[src/host_port_pkg.sv]
`default_nettype none
package host_port_pkg;
   // ===========================================================
   // Clocking and bit-rate arithmetic
   localparam int unsigned CLK_PERIOD_NS = 100;
   localparam int unsigned MCLK_KHZ = 10000;
   localparam int unsigned REF_KHZ = 27120;
   localparam int unsigned FRAC_SCALE = 1000;
   localparam int DIV_W = 13;
   localparam int ACC_W = 24;
   localparam logic [ACC_W-1:0] ACC_STEP = ACC_W'(REF_KHZ * FRAC_SCALE / MCLK_KHZ);
   localparam logic [ACC_W-1:0] FRAC_SCALE_W = ACC_W'(FRAC_SCALE);

   // ===========================================================
   // Spike suppression on the two-wire inputs
   localparam int unsigned SPIKE_NS = 50;
   localparam int unsigned SPIKE_CYCLES =
      (SPIKE_NS / CLK_PERIOD_NS) < 1 ? 1 : SPIKE_NS / CLK_PERIOD_NS;
   localparam logic [1:0] SPIKE_LAST = 2'(SPIKE_CYCLES);

   // ===========================================================
   // Serial rate register layout
   localparam logic [7:0] RATE_RESET = 8'h7A;
   localparam int RATE_EXP_MSB = 7;
   localparam int RATE_EXP_LSB = 5;
   localparam int RATE_MAN_MSB = 4;
   localparam int RATE_MAN_LSB = 0;
   localparam logic [DIV_W-1:0] MAN_OFFSET_LOW = 13'h0001;
   localparam logic [DIV_W-1:0] MAN_OFFSET_HIGH = 13'h0021;

   // ===========================================================
   // Register map seen by the host
   localparam logic [6:0] RATE_REG_ADDR = 7'h7F;
   localparam logic [6:0] FIFO_REG_ADDR = 7'h05;

   // ===========================================================
   // Interface straps and two-wire addressing
   localparam logic [1:0] IFSEL_UART = 2'h0;
   localparam logic [1:0] IFSEL_I2C = 2'h1;
   localparam logic [4:0] I2C_ADDR_HIGH = 5'h0A;
   localparam logic [6:0] I2C_GENERAL_CALL = 7'h00;
   localparam logic [6:0] I2C_DEVICE_ID = 7'h7C;
   localparam logic [3:0] I2C_ACK_BIT = 4'h8;
   localparam logic [3:0] I2C_ACK_DONE = 4'h9;
   localparam logic [2:0] UART_LAST_DATA = 3'h7;
   localparam logic [3:0] UART_LAST_SHIFT = 4'h9;

   typedef enum logic [1:0]
   {
      RX_IDLE = 2'h0,
      RX_START = 2'h1,
      RX_DATA = 2'h3,
      RX_STOP = 2'h2
   } uart_rx_state_type;

   typedef enum logic [1:0]
   {
      I2C_IDLE = 2'h0,
      I2C_ADDR = 2'h1,
      I2C_WRITE = 2'h3,
      I2C_READ = 2'h2
   } i2c_state_type;

   // ===========================================================
   // Divider in reference-clock periods per bit
   function automatic logic [DIV_W-1:0] rate_divisor(input logic [7:0] rate);
      logic [2:0] expo;
      logic [DIV_W-1:0] mant;
      expo = rate[RATE_EXP_MSB:RATE_EXP_LSB];
      mant = DIV_W'(rate[RATE_MAN_MSB:RATE_MAN_LSB]);
      if (expo == 3'h0)
         rate_divisor = mant + MAN_OFFSET_LOW;
      else
         rate_divisor = (mant + MAN_OFFSET_HIGH) << (expo - 3'h1);
   endfunction : rate_divisor

   // Pointer advance; the FIFO location is never left
   function automatic logic [6:0] next_ptr(input logic [6:0] ptr);
      next_ptr = (ptr == FIFO_REG_ADDR) ? ptr : ptr + 7'h01;
   endfunction : next_ptr
endpackage : host_port_pkg
`default_nettype wire

[src/rate_tick_gen.sv]
`default_nettype none
module rate_tick_gen #(
   parameter int ACC_W = host_port_pkg::ACC_W,
   parameter int DIV_W = host_port_pkg::DIV_W
)
(
   input wire logic mclk,
   input wire logic rst_n,
   input wire logic clk_en,
   input wire logic restart,
   input wire logic half_start,
   input wire logic [DIV_W-1:0] divisor,
   output logic tick
);
   // ===========================================================
   // Fractional accumulator: mclk is not a multiple of the reference,
   // so each bit is up to one cycle long or short; jitter stays under
   // one mclk period
   logic [ACC_W-1:0] acc_q, acc_d, full_len, sum;
   logic tick_q, tick_d;

   always_comb
   begin
      full_len = ACC_W'(divisor) * host_port_pkg::FRAC_SCALE_W;
      sum = acc_q + host_port_pkg::ACC_STEP;
      acc_d = sum;
      tick_d = 1'b0;
      if (restart)
         acc_d = half_start ? (full_len >> 1) : '0;
      else if (sum >= full_len)
      begin
         acc_d = sum - full_len;
         tick_d = 1'b1;
      end
   end

   always_ff @(posedge mclk or negedge rst_n)
   begin
      if (!rst_n)
      begin
         acc_q <= '0;
         tick_q <= 1'b0;
      end
      else if (clk_en)
      begin
         acc_q <= acc_d;
         tick_q <= tick_d;
      end
   end

   assign tick = tick_q;
endmodule : rate_tick_gen
`default_nettype wire

[src/host_port.sv]
// Summary of operation
// - UART runs 115.2 kbit/s after reset
// - Host sets rate via rate register fields
// - Rate is reference over mantissa and exponent
// - Exponent 0..7 gives factors 1,1,2..64
// - Character is start, eight data, stop
// - UART bytes travel least significant first
// - Read: address byte in, data byte out when read_trigger_pin is high
// - Write: address then data, address echoed
// - Data byte accepted during echo
// - Two-wire port is slave only
// - Clock line is never held low
// - General call address is ignored
// - No device-ID answer, no high speed
// - Spike filter on both lines in two-wire mode
// - Data changes with clock low; start/stop detected
// - Bytes MSB first, receiver drives acknowledge
// - Master NACK makes device release data
// - Slave address 01010 plus two select bits
// - Write frame: address, register, data bytes
// - FIFO address never advances
// - Other addresses advance per byte
// - Read frame continues from set pointer
`default_nettype none
module host_port
(
   input wire logic mclk,
   input wire logic rst_n,
   input wire logic clk_en,
   input wire logic [1:0] if_sel_pins,
   input wire logic uart_rx_pin,
   output logic uart_tx_pin,
   input wire logic read_trigger_pin,
   input wire logic scl_pin,
   input wire logic sda_in_pin,
   output logic sda_out_pin,
   output logic sda_oe_n,
   input wire logic [1:0] adr_pins,
   input wire logic [1:0] nv_adr,
   input wire logic nv_adr_use,
   output logic [6:0] reg_addr,
   output logic [7:0] reg_wdata,
   output logic reg_wr,
   output logic reg_rd,
   input wire logic [7:0] reg_rdata
);
   // ===========================================================
   // Synchronisers for every pin
   logic [7:0] pins_in, meta_q, sync_q;
   logic rx_s, trig_s, scl_s, sda_s;

   assign pins_in = {if_sel_pins, adr_pins, sda_in_pin, scl_pin, read_trigger_pin, uart_rx_pin};

   always_ff @(posedge mclk or negedge rst_n)
   begin
      if (!rst_n)
      begin
         meta_q <= 8'hFF;
         sync_q <= 8'hFF;
      end
      else if (clk_en)
      begin
         meta_q <= pins_in;
         sync_q <= meta_q;
      end
   end

   assign rx_s = sync_q[0];
   assign trig_s = sync_q[1];
   assign scl_s = sync_q[2];
   assign sda_s = sync_q[3];

   // ===========================================================
   // Strap capture and spike filter
   logic [1:0] mode_q, mode_d, strap_cnt_q, strap_cnt_d;
   logic mode_ok_q, mode_ok_d, uart_sel, i2c_sel;
   logic [1:0] flt_q, flt_d, raw;
   logic [1:0] fcnt_q [2];
   logic [1:0] fcnt_d [2];

   assign raw = {sda_s, scl_s};
   assign uart_sel = mode_ok_q && (mode_q == host_port_pkg::IFSEL_UART);
   assign i2c_sel = mode_ok_q && (mode_q == host_port_pkg::IFSEL_I2C);

   always_comb
   begin
      mode_d = mode_q;
      mode_ok_d = mode_ok_q;
      strap_cnt_d = strap_cnt_q;
      // Straps are read once the synchronisers hold settled values
      if (!mode_ok_q)
      begin
         strap_cnt_d = strap_cnt_q + 2'h1;
         if (strap_cnt_q == 2'h3)
         begin
            mode_d = sync_q[7:6];
            mode_ok_d = 1'b1;
         end
      end
      for (int i = 0; i < 2; i++)
      begin
         flt_d[i] = flt_q[i];
         fcnt_d[i] = 2'h0;
         if (!i2c_sel || raw[i] == flt_q[i])
            flt_d[i] = raw[i];
         else if (fcnt_q[i] == host_port_pkg::SPIKE_LAST)
            flt_d[i] = raw[i];
         else
            fcnt_d[i] = fcnt_q[i] + 2'h1;
      end
   end

   always_ff @(posedge mclk or negedge rst_n)
   begin
      if (!rst_n)
      begin
         mode_q <= 2'h0;
         mode_ok_q <= 1'b0;
         strap_cnt_q <= 2'h0;
         flt_q <= 2'h3;
         fcnt_q <= '{2'h0, 2'h0};
      end
      else if (clk_en)
      begin
         mode_q <= mode_d;
         mode_ok_q <= mode_ok_d;
         strap_cnt_q <= strap_cnt_d;
         flt_q <= flt_d;
         fcnt_q <= fcnt_d;
      end
   end

   // ===========================================================
   // Register port and serial rate register
   logic u_rd, u_wr, i_rd, i_wr, req_rd, req_wr;
   logic [6:0] u_addr, i_addr, req_addr, reg_addr_d;
   logic [7:0] u_wdata, i_wdata, req_wdata, reg_wdata_d, rate_q, rate_d, rd_data;
   logic reg_wr_d, reg_rd_d, rd_done;
   logic [1:0] rd_stage_q, rd_stage_d;
   logic [host_port_pkg::DIV_W-1:0] divisor;

   assign req_rd = uart_sel ? u_rd : i_rd;
   assign req_wr = uart_sel ? u_wr : i_wr;
   assign req_addr = uart_sel ? u_addr : i_addr;
   assign req_wdata = uart_sel ? u_wdata : i_wdata;
   assign rd_done = rd_stage_q[1];
   assign rd_data = (reg_addr == host_port_pkg::RATE_REG_ADDR) ? rate_q : reg_rdata;
   assign divisor = host_port_pkg::rate_divisor(rate_q);

   always_comb
   begin
      reg_addr_d = reg_addr;
      reg_wdata_d = reg_wdata;
      rate_d = rate_q;
      if (req_rd || req_wr)
         reg_addr_d = req_addr;
      if (req_wr)
         reg_wdata_d = req_wdata;
      reg_wr_d = req_wr && (req_addr != host_port_pkg::RATE_REG_ADDR);
      reg_rd_d = req_rd && (req_addr != host_port_pkg::RATE_REG_ADDR);
      if (req_wr && req_addr == host_port_pkg::RATE_REG_ADDR)
         rate_d = req_wdata;
      // Read data is taken one cycle after the strobe
      rd_stage_d = {rd_stage_q[0], req_rd};
   end

   always_ff @(posedge mclk or negedge rst_n)
   begin
      if (!rst_n)
      begin
         reg_addr <= 7'h00;
         reg_wdata <= 8'h00;
         reg_wr <= 1'b0;
         reg_rd <= 1'b0;
         rate_q <= host_port_pkg::RATE_RESET;
         rd_stage_q <= 2'h0;
      end
      else if (clk_en)
      begin
         reg_addr <= reg_addr_d;
         reg_wdata <= reg_wdata_d;
         reg_wr <= reg_wr_d;
         reg_rd <= reg_rd_d;
         rate_q <= rate_d;
         rd_stage_q <= rd_stage_d;
      end
   end

   // ===========================================================
   // UART receiver, transmitter and transaction control
   host_port_pkg::uart_rx_state_type rx_state_q, rx_state_d;
   logic [2:0] rx_bits_q, rx_bits_d;
   logic [7:0] rx_shift_q, rx_shift_d, tx_byte;
   logic [6:0] uart_addr_q, uart_addr_d;
   logic wr_pend_q, wr_pend_d, rx_restart, rx_tick, byte_done;
   logic [9:0] tx_shift_q, tx_shift_d;
   logic [3:0] tx_cnt_q, tx_cnt_d;
   logic tx_busy_q, tx_busy_d, tx_q, tx_restart, tx_tick, tx_start;

   rate_tick_gen rx_gen
   (
      .mclk(mclk),
      .rst_n(rst_n),
      .clk_en(clk_en),
      .restart(rx_restart),
      .half_start(1'b1),
      .divisor(divisor),
      .tick(rx_tick)
   );

   rate_tick_gen tx_gen
   (
      .mclk(mclk),
      .rst_n(rst_n),
      .clk_en(clk_en),
      .restart(tx_restart),
      .half_start(1'b0),
      .divisor(divisor),
      .tick(tx_tick)
   );

   assign u_addr = wr_pend_q ? uart_addr_q : rx_shift_q[7:1];
   assign u_wdata = rx_shift_q;

   always_comb
   begin
      rx_state_d = rx_state_q;
      rx_bits_d = rx_bits_q;
      rx_shift_d = rx_shift_q;
      uart_addr_d = uart_addr_q;
      wr_pend_d = wr_pend_q;
      rx_restart = 1'b0;
      byte_done = 1'b0;
      u_rd = 1'b0;
      u_wr = 1'b0;
      tx_start = 1'b0;
      tx_byte = rx_shift_q;
      unique case (rx_state_q)
         host_port_pkg::RX_IDLE:
            if (uart_sel && !rx_s)
            begin
               rx_restart = 1'b1;
               rx_state_d = host_port_pkg::RX_START;
            end
         host_port_pkg::RX_START:
            if (rx_tick)
            begin
               rx_bits_d = 3'h0;
               rx_state_d = rx_s ? host_port_pkg::RX_IDLE : host_port_pkg::RX_DATA;
            end
         host_port_pkg::RX_DATA:
            if (rx_tick)
            begin
               rx_shift_d = {rx_s, rx_shift_q[7:1]};
               rx_bits_d = rx_bits_q + 3'h1;
               if (rx_bits_q == host_port_pkg::UART_LAST_DATA)
                  rx_state_d = host_port_pkg::RX_STOP;
            end
         host_port_pkg::RX_STOP:
            if (rx_tick)
            begin
               rx_state_d = host_port_pkg::RX_IDLE;
               byte_done = rx_s;
            end
      endcase
      if (byte_done)
      begin
         if (wr_pend_q)
         begin
            u_wr = 1'b1;
            wr_pend_d = 1'b0;
         end
         else if (rx_shift_q[0])
            u_rd = trig_s;
         else
         begin
            uart_addr_d = rx_shift_q[7:1];
            wr_pend_d = 1'b1;
            tx_start = 1'b1;
         end
      end
      if (uart_sel && rd_done)
      begin
         tx_start = 1'b1;
         tx_byte = rd_data;
      end
      tx_shift_d = tx_shift_q;
      tx_cnt_d = tx_cnt_q;
      tx_busy_d = tx_busy_q;
      tx_restart = 1'b0;
      // A start while busy is dropped; the protocol never overlaps two answers
      if (!tx_busy_q && tx_start)
      begin
         tx_shift_d = {1'b1, tx_byte, 1'b0};
         tx_cnt_d = 4'h0;
         tx_busy_d = 1'b1;
         tx_restart = 1'b1;
      end
      else if (tx_busy_q && tx_tick)
      begin
         tx_shift_d = {1'b1, tx_shift_q[9:1]};
         tx_cnt_d = tx_cnt_q + 4'h1;
         if (tx_cnt_q == host_port_pkg::UART_LAST_SHIFT)
            tx_busy_d = 1'b0;
      end
   end

   always_ff @(posedge mclk or negedge rst_n)
   begin
      if (!rst_n)
      begin
         rx_state_q <= host_port_pkg::RX_IDLE;
         rx_bits_q <= 3'h0;
         rx_shift_q <= 8'h00;
         uart_addr_q <= 7'h00;
         wr_pend_q <= 1'b0;
         tx_shift_q <= 10'h3FF;
         tx_cnt_q <= 4'h0;
         tx_busy_q <= 1'b0;
         tx_q <= 1'b1;
      end
      else if (clk_en)
      begin
         rx_state_q <= rx_state_d;
         rx_bits_q <= rx_bits_d;
         rx_shift_q <= rx_shift_d;
         uart_addr_q <= uart_addr_d;
         wr_pend_q <= wr_pend_d;
         tx_shift_q <= tx_shift_d;
         tx_cnt_q <= tx_cnt_d;
         tx_busy_q <= tx_busy_d;
         tx_q <= tx_shift_d[0];
      end
   end

   assign uart_tx_pin = tx_q;

   // ===========================================================
   // Two-wire slave; the clock line is input only, so no stretching
   host_port_pkg::i2c_state_type i2c_state_q, i2c_state_d;
   logic [3:0] bit_q, bit_d;
   logic [7:0] i_shift_q, i_shift_d, txd_q, txd_d, txd_sh;
   logic [6:0] ptr_q, ptr_d, my_addr;
   logic scl_f, sda_f, scl_p_q, sda_p_q, first_q, first_d, acked_q, acked_d;
   logic oe_n_q, oe_n_d, sda_out_q, start_c, stop_c, rise, fall;

   assign scl_f = flt_q[0];
   assign sda_f = flt_q[1];
   assign my_addr = {host_port_pkg::I2C_ADDR_HIGH, nv_adr_use ? nv_adr : sync_q[5:4]};
   assign start_c = scl_f && scl_p_q && sda_p_q && !sda_f;
   assign stop_c = scl_f && scl_p_q && !sda_p_q && sda_f;
   assign rise = scl_f && !scl_p_q;
   assign fall = !scl_f && scl_p_q;
   assign txd_sh = txd_q << bit_q[2:0];
   assign i_addr = ptr_q;
   assign i_wdata = i_shift_q;

   always_comb
   begin
      i2c_state_d = i2c_state_q;
      bit_d = bit_q;
      i_shift_d = i_shift_q;
      txd_d = txd_q;
      ptr_d = ptr_q;
      first_d = first_q;
      acked_d = acked_q;
      oe_n_d = oe_n_q;
      i_rd = 1'b0;
      i_wr = 1'b0;
      if (!i2c_sel || stop_c)
      begin
         i2c_state_d = host_port_pkg::I2C_IDLE;
         oe_n_d = 1'b1;
      end
      else if (start_c)
      begin
         i2c_state_d = host_port_pkg::I2C_ADDR;
         bit_d = 4'h0;
         oe_n_d = 1'b1;
      end
      else if (i2c_state_q != host_port_pkg::I2C_IDLE)
      begin
         if (rise)
         begin
            if (bit_q < host_port_pkg::I2C_ACK_BIT)
               i_shift_d = {i_shift_q[6:0], sda_f};
            else
               acked_d = !sda_f;
            bit_d = bit_q + 4'h1;
         end
         if (fall && bit_q == host_port_pkg::I2C_ACK_BIT)
         begin
            unique case (i2c_state_q)
               host_port_pkg::I2C_ADDR:
                  if (i_shift_q[7:1] == my_addr
                      && i_shift_q[7:1] != host_port_pkg::I2C_GENERAL_CALL
                      && i_shift_q[7:1] != host_port_pkg::I2C_DEVICE_ID)
                  begin
                     oe_n_d = 1'b0;
                     first_d = 1'b1;
                     i2c_state_d = i_shift_q[0] ? host_port_pkg::I2C_READ
                                                : host_port_pkg::I2C_WRITE;
                  end
                  else
                     i2c_state_d = host_port_pkg::I2C_IDLE;
               host_port_pkg::I2C_WRITE:
               begin
                  oe_n_d = 1'b0;
                  first_d = 1'b0;
                  if (first_q)
                     ptr_d = i_shift_q[6:0];
                  else
                  begin
                     i_wr = 1'b1;
                     ptr_d = host_port_pkg::next_ptr(ptr_q);
                  end
               end
               host_port_pkg::I2C_READ:
                  oe_n_d = 1'b1;
               default:
                  oe_n_d = 1'b1;
            endcase
         end
         else if (fall && bit_q == host_port_pkg::I2C_ACK_DONE)
         begin
            bit_d = 4'h0;
            oe_n_d = 1'b1;
            if (i2c_state_q == host_port_pkg::I2C_READ)
            begin
               if (acked_q)
               begin
                  i_rd = 1'b1;
                  ptr_d = host_port_pkg::next_ptr(ptr_q);
               end
               else
                  i2c_state_d = host_port_pkg::I2C_IDLE;
            end
         end
         else if (fall && i2c_state_q == host_port_pkg::I2C_READ && bit_q != 4'h0
                  && bit_q < host_port_pkg::I2C_ACK_BIT)
            oe_n_d = txd_sh[7];
      end
      // Fetched byte drives its MSB while the clock is still low
      if (rd_done && i2c_sel && i2c_state_q == host_port_pkg::I2C_READ)
      begin
         txd_d = rd_data;
         oe_n_d = rd_data[7];
      end
   end

   always_ff @(posedge mclk or negedge rst_n)
   begin
      if (!rst_n)
      begin
         i2c_state_q <= host_port_pkg::I2C_IDLE;
         bit_q <= 4'h0;
         i_shift_q <= 8'h00;
         txd_q <= 8'h00;
         ptr_q <= 7'h00;
         first_q <= 1'b0;
         acked_q <= 1'b0;
         oe_n_q <= 1'b1;
         scl_p_q <= 1'b1;
         sda_p_q <= 1'b1;
         sda_out_q <= 1'b0;
      end
      else if (clk_en)
      begin
         i2c_state_q <= i2c_state_d;
         bit_q <= bit_d;
         i_shift_q <= i_shift_d;
         txd_q <= txd_d;
         ptr_q <= ptr_d;
         first_q <= first_d;
         acked_q <= acked_d;
         oe_n_q <= oe_n_d;
         scl_p_q <= scl_f;
         sda_p_q <= sda_f;
         sda_out_q <= 1'b0;
      end
   end

   assign sda_out_pin = sda_out_q;
   assign sda_oe_n = oe_n_q;
endmodule : host_port
`default_nettype wire

[config.mk]
export PLATFORM = sky130hd
export DESIGN_NAME = host_port
export DESIGN_NICKNAME = d
export VERILOG_FILES = /design/src/host_port_pkg.sv /design/src/rate_tick_gen.sv /design/src/host_port.sv
export SDC_FILE = /design/constraint.sdc
export NUM_CORES = 1
export LEC_CHECK = 0
export BUFFER_PORTS_ARGS = -buffer_cell sky130_fd_sc_hd__buf_4
export CORE_MARGIN = 2
export CORE_UTILIZATION = 30
export CTS_CLUSTER_SIZE = 8
export DETAILED_ROUTE_END_ITERATION = 8
export GPL_TIMING_DRIVEN = 1
export SLEW_MARGIN = 40
export SYNTH_ARGS = -nofsm -noshare
export SYNTH_HDL_FRONTEND = slang
export SYNTH_SLANG_ARGS = --single-unit
export TNS_END_PERCENT = 5
[constraint.sdc]
create_clock -name mclk -period 9.2 [get_ports mclk]
set_input_delay 1.84 -clock mclk [delete_from_list [all_inputs] [get_ports mclk]]
set_output_delay 1.84 -clock mclk [all_outputs]
set_load 0.02 [all_outputs]
* Yosys cells after proc, flatten, opt, wreduce, memory -nomap -nowiden *
Cells that the tools add are included.

word-level totals
  register bits = 174
  output and inout port bits = 20
  logic and storage cells = 279

cells by class
  add/subtract/negate cells = 14
  $mul = 1
  order comparisons = 3
  equality and inequality tests = 32
  shifts and indexed selects = 2
  mux-type cells = 104
  bitwise operators = 6
  reduce and logical (&&, ||, !) cells = 79

operators by type and width
  operator                count
  $mux 24                 4
  $mux 7                  9
  $mux 1                  52
  $add 24x12->24 const B  2
  $ge 24x23->1            2
  $sub 24x23->24          2
  $mux 2                  20
  $mux 4                  7
  $logic_and 1x1->1       25
  $mux 8                  3
  $reduce_and 6->1        4
  $reduce_bool 2->1       11
  $mul 13x7->20 const B   1
  $mux 10                 2
  $reduce_and 2->1        9
  $reduce_bool 4->1       4
  $eq 7x7->1 const B      2
  $ne 7x7->1 const B      2
  $mux 13                 1
  $shl 7x3->13            1
  $eq 4x4->1 const B      3
  $reduce_and 3->1        4
  $reduce_and 4->1        3
  $eq 2x1->1 const B      5
  other kinds (33)        63

* Depth between registers and ports, before layout *
Gate-level depths: netlist of the first run.

  word-level depth = 12
  gate-level depth with buffers = 40
  gate-level depth less buffers = 37

* Modules after synthesis *
Synthesis of the first run repeated with hierarchy kept, for this count alone.

unflattened totals
  cells, all modules = 1,765
  area, all modules = 16,498.3 um2

by module, submodules not included
  module                   instances  cells an instance  area an instance (um2)  seq. area each (um2)
  host_port                1          630                6,744.0                 3,121.7
  rate_tick_gen at tx_gen  1          582                4,914.7                 575.6
  rate_tick_gen at rx_gen  1          553                4,839.6                 575.6

* Worst setup path after synthesis of the first run *
No wires, ideal clock.

  path kind = register to register
  start = register rate_q[5]
  end = register tx_gen.acc_q[20]
  library setup time = 0.120 ns
  arrival = 8.310 ns
  required time = 9.080 ns
  setup slack = 0.769 ns
  stages on the path, launching flop included = 38
  path buffers = 3
  clock period less this slack = 8.431 ns
  path through = dfstp_2 clkinv_1 ha_1 clkbuf_1 clkinv_1 xnor2_1 a21oi_1 nor2_1 a31oi_1 o21ai_0 a22oi_1 inv_1 fa_1 inv_1 fa_1 fa_1 fa_1 inv_1 [2 not listed] nand2_1 a22o_1 nor3_1 o21bai_1 a21o_1 a21oi_1 xnor2_1 ha_1 nand3_1 nor3_1 a21o_1 o21bai_1 o221a_2 buf_2 buf_2 a21oi_1 o21ai_0 o211a_1

between the ends
  word-level cells in the longest chain between the ends = 7

ends and longest elaborated chain
  item                                            RTL line                                  text
  start, declared                                 host_port.sv:137                          logic [7:0] u_wdata, i_wdata, req_wdata, reg_wdata_d, rate_q, rate_d, rd_data;
  start signal, assigned                          host_port.sv:175                          rate_q <= host_port_pkg::RATE_RESET;
  start signal, assigned                          host_port.sv:184                          rate_q <= rate_d;
  $sub 3x1->3                                     host_port_pkg.sv:74                       rate_divisor = (mant + MAN_OFFSET_HIGH) << (expo - 3'h1);
  $shl 7x3->13                                    host_port_pkg.sv:74
  $mux 13 (*)                                     host_port_pkg.sv:71                       if (expo == 3'h0)
  $mul 13x7->20 (*)                               rate_tick_gen.sv:24                       full_len = ACC_W'(divisor) * host_port_pkg::FRAC_SCALE_W;
  $sub 24x23->24 or $ge 24x23->1 (tied branches)  rate_tick_gen.sv:32, rate_tick_gen.sv:30
  $mux 24 (*)                                     rate_tick_gen.sv:30                       else if (sum >= full_len)
  $mux 24 (*)                                     rate_tick_gen.sv:28                       if (restart)
  end signal, assigned                            rate_tick_gen.sv:41                       acc_q <= '0;
  end signal, assigned                            rate_tick_gen.sv:46                       acc_q <= acc_d;
  end, declared                                   rate_tick_gen.sv:19                       logic [ACC_W-1:0] acc_q, acc_d, full_len, sum;

Every way passes the cells marked *; elsewhere a longest branch is shown, timed or not.
A chain may end at the register's enable or synchronous reset.

* Final worst setup path of the first run *
  start = register rate_q[5]
  end = register rx_gen.acc_q[11]

between the ends
  word-level cells in the longest chain between the ends = 7

ends and longest elaborated chain
  item                                            RTL line
  $sub 3x1->3                                     host_port_pkg.sv:74
  $shl 7x3->13                                    host_port_pkg.sv:74
  $mux 13 (*)                                     host_port_pkg.sv:71
  $mul 13x7->20 (*)                               rate_tick_gen.sv:24
  $sub 24x23->24 or $ge 24x23->1 (tied branches)  rate_tick_gen.sv:32, rate_tick_gen.sv:30
  $mux 24                                         rate_tick_gen.sv:30
  $mux 24 (*)                                     rate_tick_gen.sv:28
  end signal, assigned                            rate_tick_gen.sv:41
  end signal, assigned                            rate_tick_gen.sv:46
  end, declared                                   rate_tick_gen.sv:19

Marks and branches as above.

==> results.py, run 1 <==
metrics = {
    "detailed_routing": {
        "totalWireLength_mm": 36.6,
        "wl_met3_mm": 1.82,
        "wire_per_inst_microns": 16.5,
        "wl_met1_mm": 17.2,
        "wl_met2_mm": 16.9,
        "first_pass_iters": 5,
        "vias": 11700,
        "drc": 0,
        "drt_iter0_drc": 854,
        "drtAntennaViolNets": 0,
        "top_layer_used": "met5",
        "routed_via_density": 5.24,
    },
    "global_route": {
        "grt_max_degree": 71,
        "grt_pass1_wl_mm": 59.9,
        "antenna_found_initial": 3,
        "grt_pass1_vias": 11400,
        "gr-usage-all-layers_pct": 14.8,
        "grt_overflow_total": 0,
    },
    "sta": {
        "worst_slack_ns": 0.458,
        "finalSetupViolCount": 0,
        "fin_tns_setup_ns": 0,
        "min_period_ns": 8.74,
        "period_share_pct": 95.0,
        "worst_pin_slew_ns": 0.793,
        "hold_viol": 0,
        "drv_slew": 0,
        "fmax_ghz": 0.114,
        "slew_headroom_pct": 46.6,
        "holdWs_ns": 0.475,
        "finClkSkew_ns": 0.0129,
    },
    "synthesis": {
        "synth.avg_cell_area_sq_um": 9.01,
        "synth.most_common_cell": "nand2_1",
        "ys.flop_type": "dfrtp_1",
        "syn_nets": 1726,
        "ys_async_sr_fraction_pct": 100,
        "syn_area_sq_um": 14100,
        "yosysSeqAreaShare_pct": 30.0,
        "synth_edf_count": 0,
        "synth_common_cells": "nand2_1, dfrtp_1, a21oi_1",
        "synthCells": 1569,
        "yosys_warnings": 0,
        "synthTopCellsByArea": "dfrtp_1, ha_1, dfstp_2",
        "synth_top_area_cell": "dfrtp_1",
        "synth_top_area_share_pct": 23.5,
        "synth_seq_cells": 168,
        "ys_types": 105,
    },
    "worst_setup_path": {
        "criticalPathCategory": "reg2reg",
        "crit_path_end_kind": "flip-flop",
        "worst-path-max-fanout": 8,
        "crit_required_ns": 9.51,
        "crit_family": "compound AO/OA/AOI/OAI gates",
        "start_kind": "flip-flop",
        "critPathBufInv": 6,
        "arrival_ns": 9.05,
        "crit_slowest_cell": "o31ai_1",
        "slowest_delay_ns": 0.60,
    },
    "floorplanning": {
        "rows": 79,
        "die_width_microns": 221,
        "pin_count": 42,
        "die_area_sq_um": 48900,
        "initial_core_util_pct": 30.4,
        "die_h_microns": 221,
        "fp.coreArea_sq_um": 46600,
    },
    "clock_tree": {
        "cts-root-buf": "clkbuf_16",
        "hold_buffers": 0,
        "insertion_delay_ns": 0.45,
        "cts_inserted_buffers": 17,
        "clkSinkCount": 168,
        "cts.clk_slew.worst_paths_ns": 0.07,
        "cts-htree-levels": 4,
        "cts_tree": "done",
        "clockBufferDepth": 2,
    },
    "placed_design": {
        "gp_congestion": 0.903,
        "dpl_cell_area_sq_um": 15200,
        "dp_hpwl_mm": 28.0,
        "dp_slack_ns": -0.00288,
        "io_buffer_count": 40,
    },
    "finish": {
        "finalInstanceArea_sq_um": 15900,
        "diodes": 0,
        "post-route-util_pct": 34.2,
        "nets": 1761,
        "area_growth_syn_to_layout_pct": 12.6,
        "drive_above_1_share_pct": 15.5,
    },
    "run": {
        "maxCapViolCount": 0,
    },
    "min_path": {
        "hp-class": "reg2reg",
    },
    "status": {
        "status": "completed",
    },
    "power_and_ir_drop": {
        "vdd_ir_drop_max_uv": 154,
        "power_density_nw_per_um2": 292,
        "p_leak_uw": 0.00698,
    },
}
==> through the flow <==
stage / total power [uW] / std cells
detailed placement: 3810 / 2185
global placement: 3750 / 2185
finish: 4640 / 2224
global route: 5030 / 2224
CTS: 4600 / 2217
floorplan: 3220 / 1569
==> sequential cells by signal (all words and copies together), names as in the netlist, 2 cells and up <==
| register | cells |
|---|---|
| reg_addr | 7 |
| i2c_state_q | 2 |
| rate_q | 8 |
| uart_addr_q | 7 |
| tx_cnt_q | 4 |
| meta_q | 8 |
| strap_cnt_q | 2 |
| tx_gen.acc_q | 21 |
| i_addr | 7 |
| tx_shift_q | 9 |
| bit_q | 4 |
| i_shift_q | 8 |
| mode_q | 2 |
| sync_q | 8 |
| reg_wdata | 8 |
| rx_state_q | 2 |
| rd_stage_q | 2 |
| fcnt_q | 4 |
| rx_shift_q | 8 |
| rx_bits_q | 3 |
| rx_gen.acc_q | 22 |
| flt_q | 2 |
| txd_q | 8 |
==> layer usage <==
layer / global-route usage, % / vias up
li1: - / 5674
met2: 23.7 / 232
met3: 3.11 / 54
met1: 20.3 / 5687
met5: 0 / -
met4: 3.92 / 4
==> where the power goes <==
group / total [uW] / internal [uW] / switching, uW
clock network: 769 / 426 / 343
logic: 2660 / 1170 / 1490
registers: 1210 / 968 / 247
==> placed cells by master, fill, tap and decap left out, types with 8 or more instances in the layout <==
master / instances
dfrtp_1: 133
o221ai_1: 17
nand4_1: 14
buf_4: 67
xor2_1: 45
and2_1: 11
a21oi_1: 114
fa_1: 37
nand3_1: 28
o22ai_1: 21
mux2_2: 50
mux2i_1: 50
o211a_1: 8
nor2_1: 104
ha_1: 97
nor3_1: 21
o21ai_0: 110
clkbuf_16: 18
o21bai_1: 9
a31oi_1: 11
and3_1: 15
or3_1: 9
nand2_1: 149
dfstp_2: 35
inv_1: 112
o2bb2ai_1: 13
a21o_1: 25
nand2b_1: 23
o21a_1: 10
o31ai_1: 9
xnor2_1: 63
==> logic make-up (layout without fill, tap and decap cells) <==
family | Yosys count | after routing | share of synthesized area, %
xor gates and xnor gates | 114 | 114 | 7.43
and+or+nand+nor | 442 | 443 | 15.6
AOI/OAI and AO/OA | 431 | 431 | 20.0
muxes | 103 | 103 | 7.95
other | 1 | 1 | 0.0265
buffers and inverters | 172 | 219 | 4.83
DFF | 168 | 168 | 30.0
adders and majority gates | 138 | 138 | 14.1
==> path summary, 6_finish.rpt <==
kind,from,to,slack (ns),cells past startpoint
setup / recovery,rate_q[5],rx_gen.acc_q[11],0.46,34
hold reg to reg,strap_cnt_q[0],strap_cnt_q[0],0.48,1
setup reg to reg,rate_q[5],rx_gen.acc_q[11],0.46,34
max in group asynchronous,rst_n,rate_q[0],6.20,3
hold / removal,strap_cnt_q[0],strap_cnt_q[0],0.48,1
min in group asynchronous,rst_n,rx_gen.acc_q[22],1.32,1
==> layout make-up <==
class / count / area (sq um)
Tap cell: 607 / 759
Clock inverter: 12 / 153
Clock buffer: 20 / 458
Multi-Input combinational cell: 1230 / 9320
Fill cell: 4749 / 30600
Inverter: 118 / 452
Sequential cell: 168 / 4250
Timing Repair Buffer: 69 / 526
==> timing repair <==
action	in CTS	in global routing
gates resized for setup	0	11
setup endpoints to repair	0	44
setup buffers	0	6
Power figures use the tool's default switching activity.
==> run 2: changes to the inputs <==
--- a/config.mk
+++ b/config.mk
@@ -6,6 +6,7 @@
 export NUM_CORES = 1
 export LEC_CHECK = 0
 export BUFFER_PORTS_ARGS = -buffer_cell sky130_fd_sc_hd__buf_4
+export CORE_ASPECT_RATIO = 1.4
 export CORE_MARGIN = 2
 export CORE_UTILIZATION = 30
 export CTS_CLUSTER_SIZE = 8
==> constraint.sdc (replaced) <==
create_clock -name mclk -period 9.2 [get_ports mclk]
set_input_delay 0.92 -clock mclk [delete_from_list [all_inputs] [get_ports mclk]]
set_output_delay 0.92 -clock mclk [all_outputs]
set_load 0.02 [all_outputs]
==> results.py, run 2 (synthesis gave the netlist of run 1 again) <==
metrics = {
    "status": {
        "status": "completed",
    },
    "finish": {
        "instances_no_fill": 2243,
        "top_regs": "rx_gen.acc_q: 22 flops, tx_gen.acc_q: 21 flops, tx_shift_q: 9 flops",
        "drive_above_1_share_pct": 15.5,
        "nets": 1763,
        "largest_register_ffs": 22,
        "final_cell_mix": "nand2_1, dfrtp_1, a21oi_1",
        "regMostFlops": "rx_gen.acc_q",
        "area_growth_syn_to_layout_pct": 12.5,
        "post-route-util_pct": 34.0,
        "diodes": 0,
        "layout_commonest_cell": "nand2_1",
    },
    "clock_tree": {
        "cts-root-buf": "clkbuf_16",
        "cts_tree": "done",
        "insertion_delay_ns": 0.45,
        "cts_inserted_buffers": 17,
        "hold_buffers": 0,
        "cts-htree-levels": 4,
        "clockBufferDepth": 2,
        "cts.clk_slew.worst_paths_ns": 0.08,
        "clkSinkCount": 168,
    },
    "floorplanning": {
        "fp.coreArea_sq_um": 46800,
        "rows": 94,
        "die_area_sq_um": 48900,
        "die_width_microns": 187,
        "pin_count": 42,
        "die_h_microns": 261,
        "initial_core_util_pct": 30.2,
    },
    "detailed_routing": {
        "routed_via_density": 5.19,
        "vias": 11600,
        "first_pass_iters": 5,
        "totalWireLength_mm": 38.4,
        "drc": 0,
        "drt_iter0_drc": 629,
        "wire_per_inst_microns": 17.1,
        "drtAntennaViolNets": 0,
    },
    "power_and_ir_drop": {
        "vdd_ir_drop_max_uv": 174,
        "p_leak_uw": 0.00697,
        "power_density_nw_per_um2": 290,
        "power.total_uw": 4620,
    },
    "placed_design": {
        "dp_hpwl_mm": 30.1,
        "io_buffer_count": 40,
        "gp_congestion": 0.940,
        "dp.cells": 2209,
    },
    "sta": {
        "fin_tns_setup_ns": 0,
        "worst_pin_slew_ns": 0.847,
        "hold_viol": 0,
        "holdWs_ns": 0.378,
        "finalSetupViolCount": 0,
        "drv_slew": 0,
        "slew_headroom_pct": 43.4,
        "min_period_ns": 8.68,
        "finClkSkew_ns": 0.0122,
        "rsz0062_at_grt": "true",
        "fmax_ghz": 0.115,
        "period_share_pct": 94.4,
    },
    "worst_setup_path": {
        "startpoint": "rate_q[5]",
        "arrival_ns": 9.03,
        "crit_slowest_cell": "dfstp_2",
        "rr_endpoint": "rx_gen.acc_q[23]",
        "crit_path_end_kind": "flip-flop",
        "start_kind": "flip-flop",
        "r2r_slack_ns": 0.52,
        "slowest_delay_ns": 0.66,
        "reg2reg_from": "rate_q[5]",
        "crit_required_ns": 9.55,
        "r2r_cells": 34,
        "criticalPathCategory": "reg2reg",
        "cp_common_cell": "fa_1",
        "worst-path-max-fanout": 13,
        "endpoint": "rx_gen.acc_q[23]",
    },
    "global_route": {
        "grt_overflow_total": 0,
        "antenna_found_initial": 0,
        "grt_max_degree": 69,
        "gr-usage-all-layers_pct": 16.0,
        "grt_pass1_vias": 11800,
        "grt_pass1_wl_mm": 62.6,
    },
    "run": {
        "maxCapViolCount": 0,
    },
    "min_path": {
        "hp-class": "in2async",
    },
}
[run 2: cell count changes in the layout (fill, tap and decap cells not counted), moves of 2 or more]
cell / delta
clkinv_8: +3
clkinv_4: +2
buf_4: +2
clkbuf_1: -2
bufinv_16: -2
[run 2: area by class of cell]
cell class	instances	area, sq um
fillers	4912	30900
multi-input cells	1229	9290
flip-flops and latches	168	4250
well taps	624	781
repair buffers	72	552
inverters	118	452
clock buffers	17	425
clock inverters	15	155
[run 2: worst max-delay path, delay by kind of cell, from the launching register on]
kind | cells | cell delay (ns)
AOI/OAI and AO/OA | 14 | 3.20
adders and majority gates | 7 | 3.06
buffers and inverters | 7 | 0.87
DFF | 1 | 0.66
and+or+nand+nor | 4 | 0.54
xor gates and xnor gates | 2 | 0.24
[run 2: worst min-delay path by stage]
stage / startpoint / to / slack (ns) / depth (start not counted)
after floorplan: rx_gen.acc_q[2] / rx_gen.acc_q[2] / 0.44 / 2
after global placement: txd_q[7] / txd_q[7] / 0.46 / 2
after detailed placement: rd_stage_q[0] / rd_stage_q[0] / 0.47 / 1
after CTS: rst_n / tx_gen.acc_q[10] / 0.39 / 1
after global routing: rst_n / tx_gen.acc_q[13] / 0.39 / 1
final: rst_n / tx_gen.acc_q[10] / 0.38 / 1
[run 2: metal layers]
layer | global-route usage [%] | vias to the layer above | routed length, microns
li1 | - | 5674 | -
met1 | 17.1 | 5656 | 15100
met2 | 30.1 | 214 | 20200
met3 | 1.95 | 103 | 836
met4 | 9.73 | 0 | 2200
met5 | 0 | - | 0
[run 2: stage by stage]
stage                     setup WS (ns)  instance area, sq um
final                             0.517                 15900
after global routing            -0.0165                 15900
after CTS                         0.264                 15800
after detailed placement          0.265                 15200
after global placement            0.474                 15200
after floorplan                   0.769                 14100
[run 2: repair_timing]
item | in CTS | in global routing
buffers inserted | 0 | 2
setup endpoints to repair | 0 | 43
gates resized for setup | 0 | 10
[run 2: report_power, final]
| group | switching, uW | leakage [uW] | total (uW) | internal (uW) |
|---|---|---|---|---|
| combinational | 1520 | 0.00459 | 2680 | 1160 |
| sequential | 252 | 0.00211 | 1220 | 968 |
| clock | 359 | 0.000273 | 719 | 360 |
| total | 2130 | 0.00697 | 4620 | 2490 |
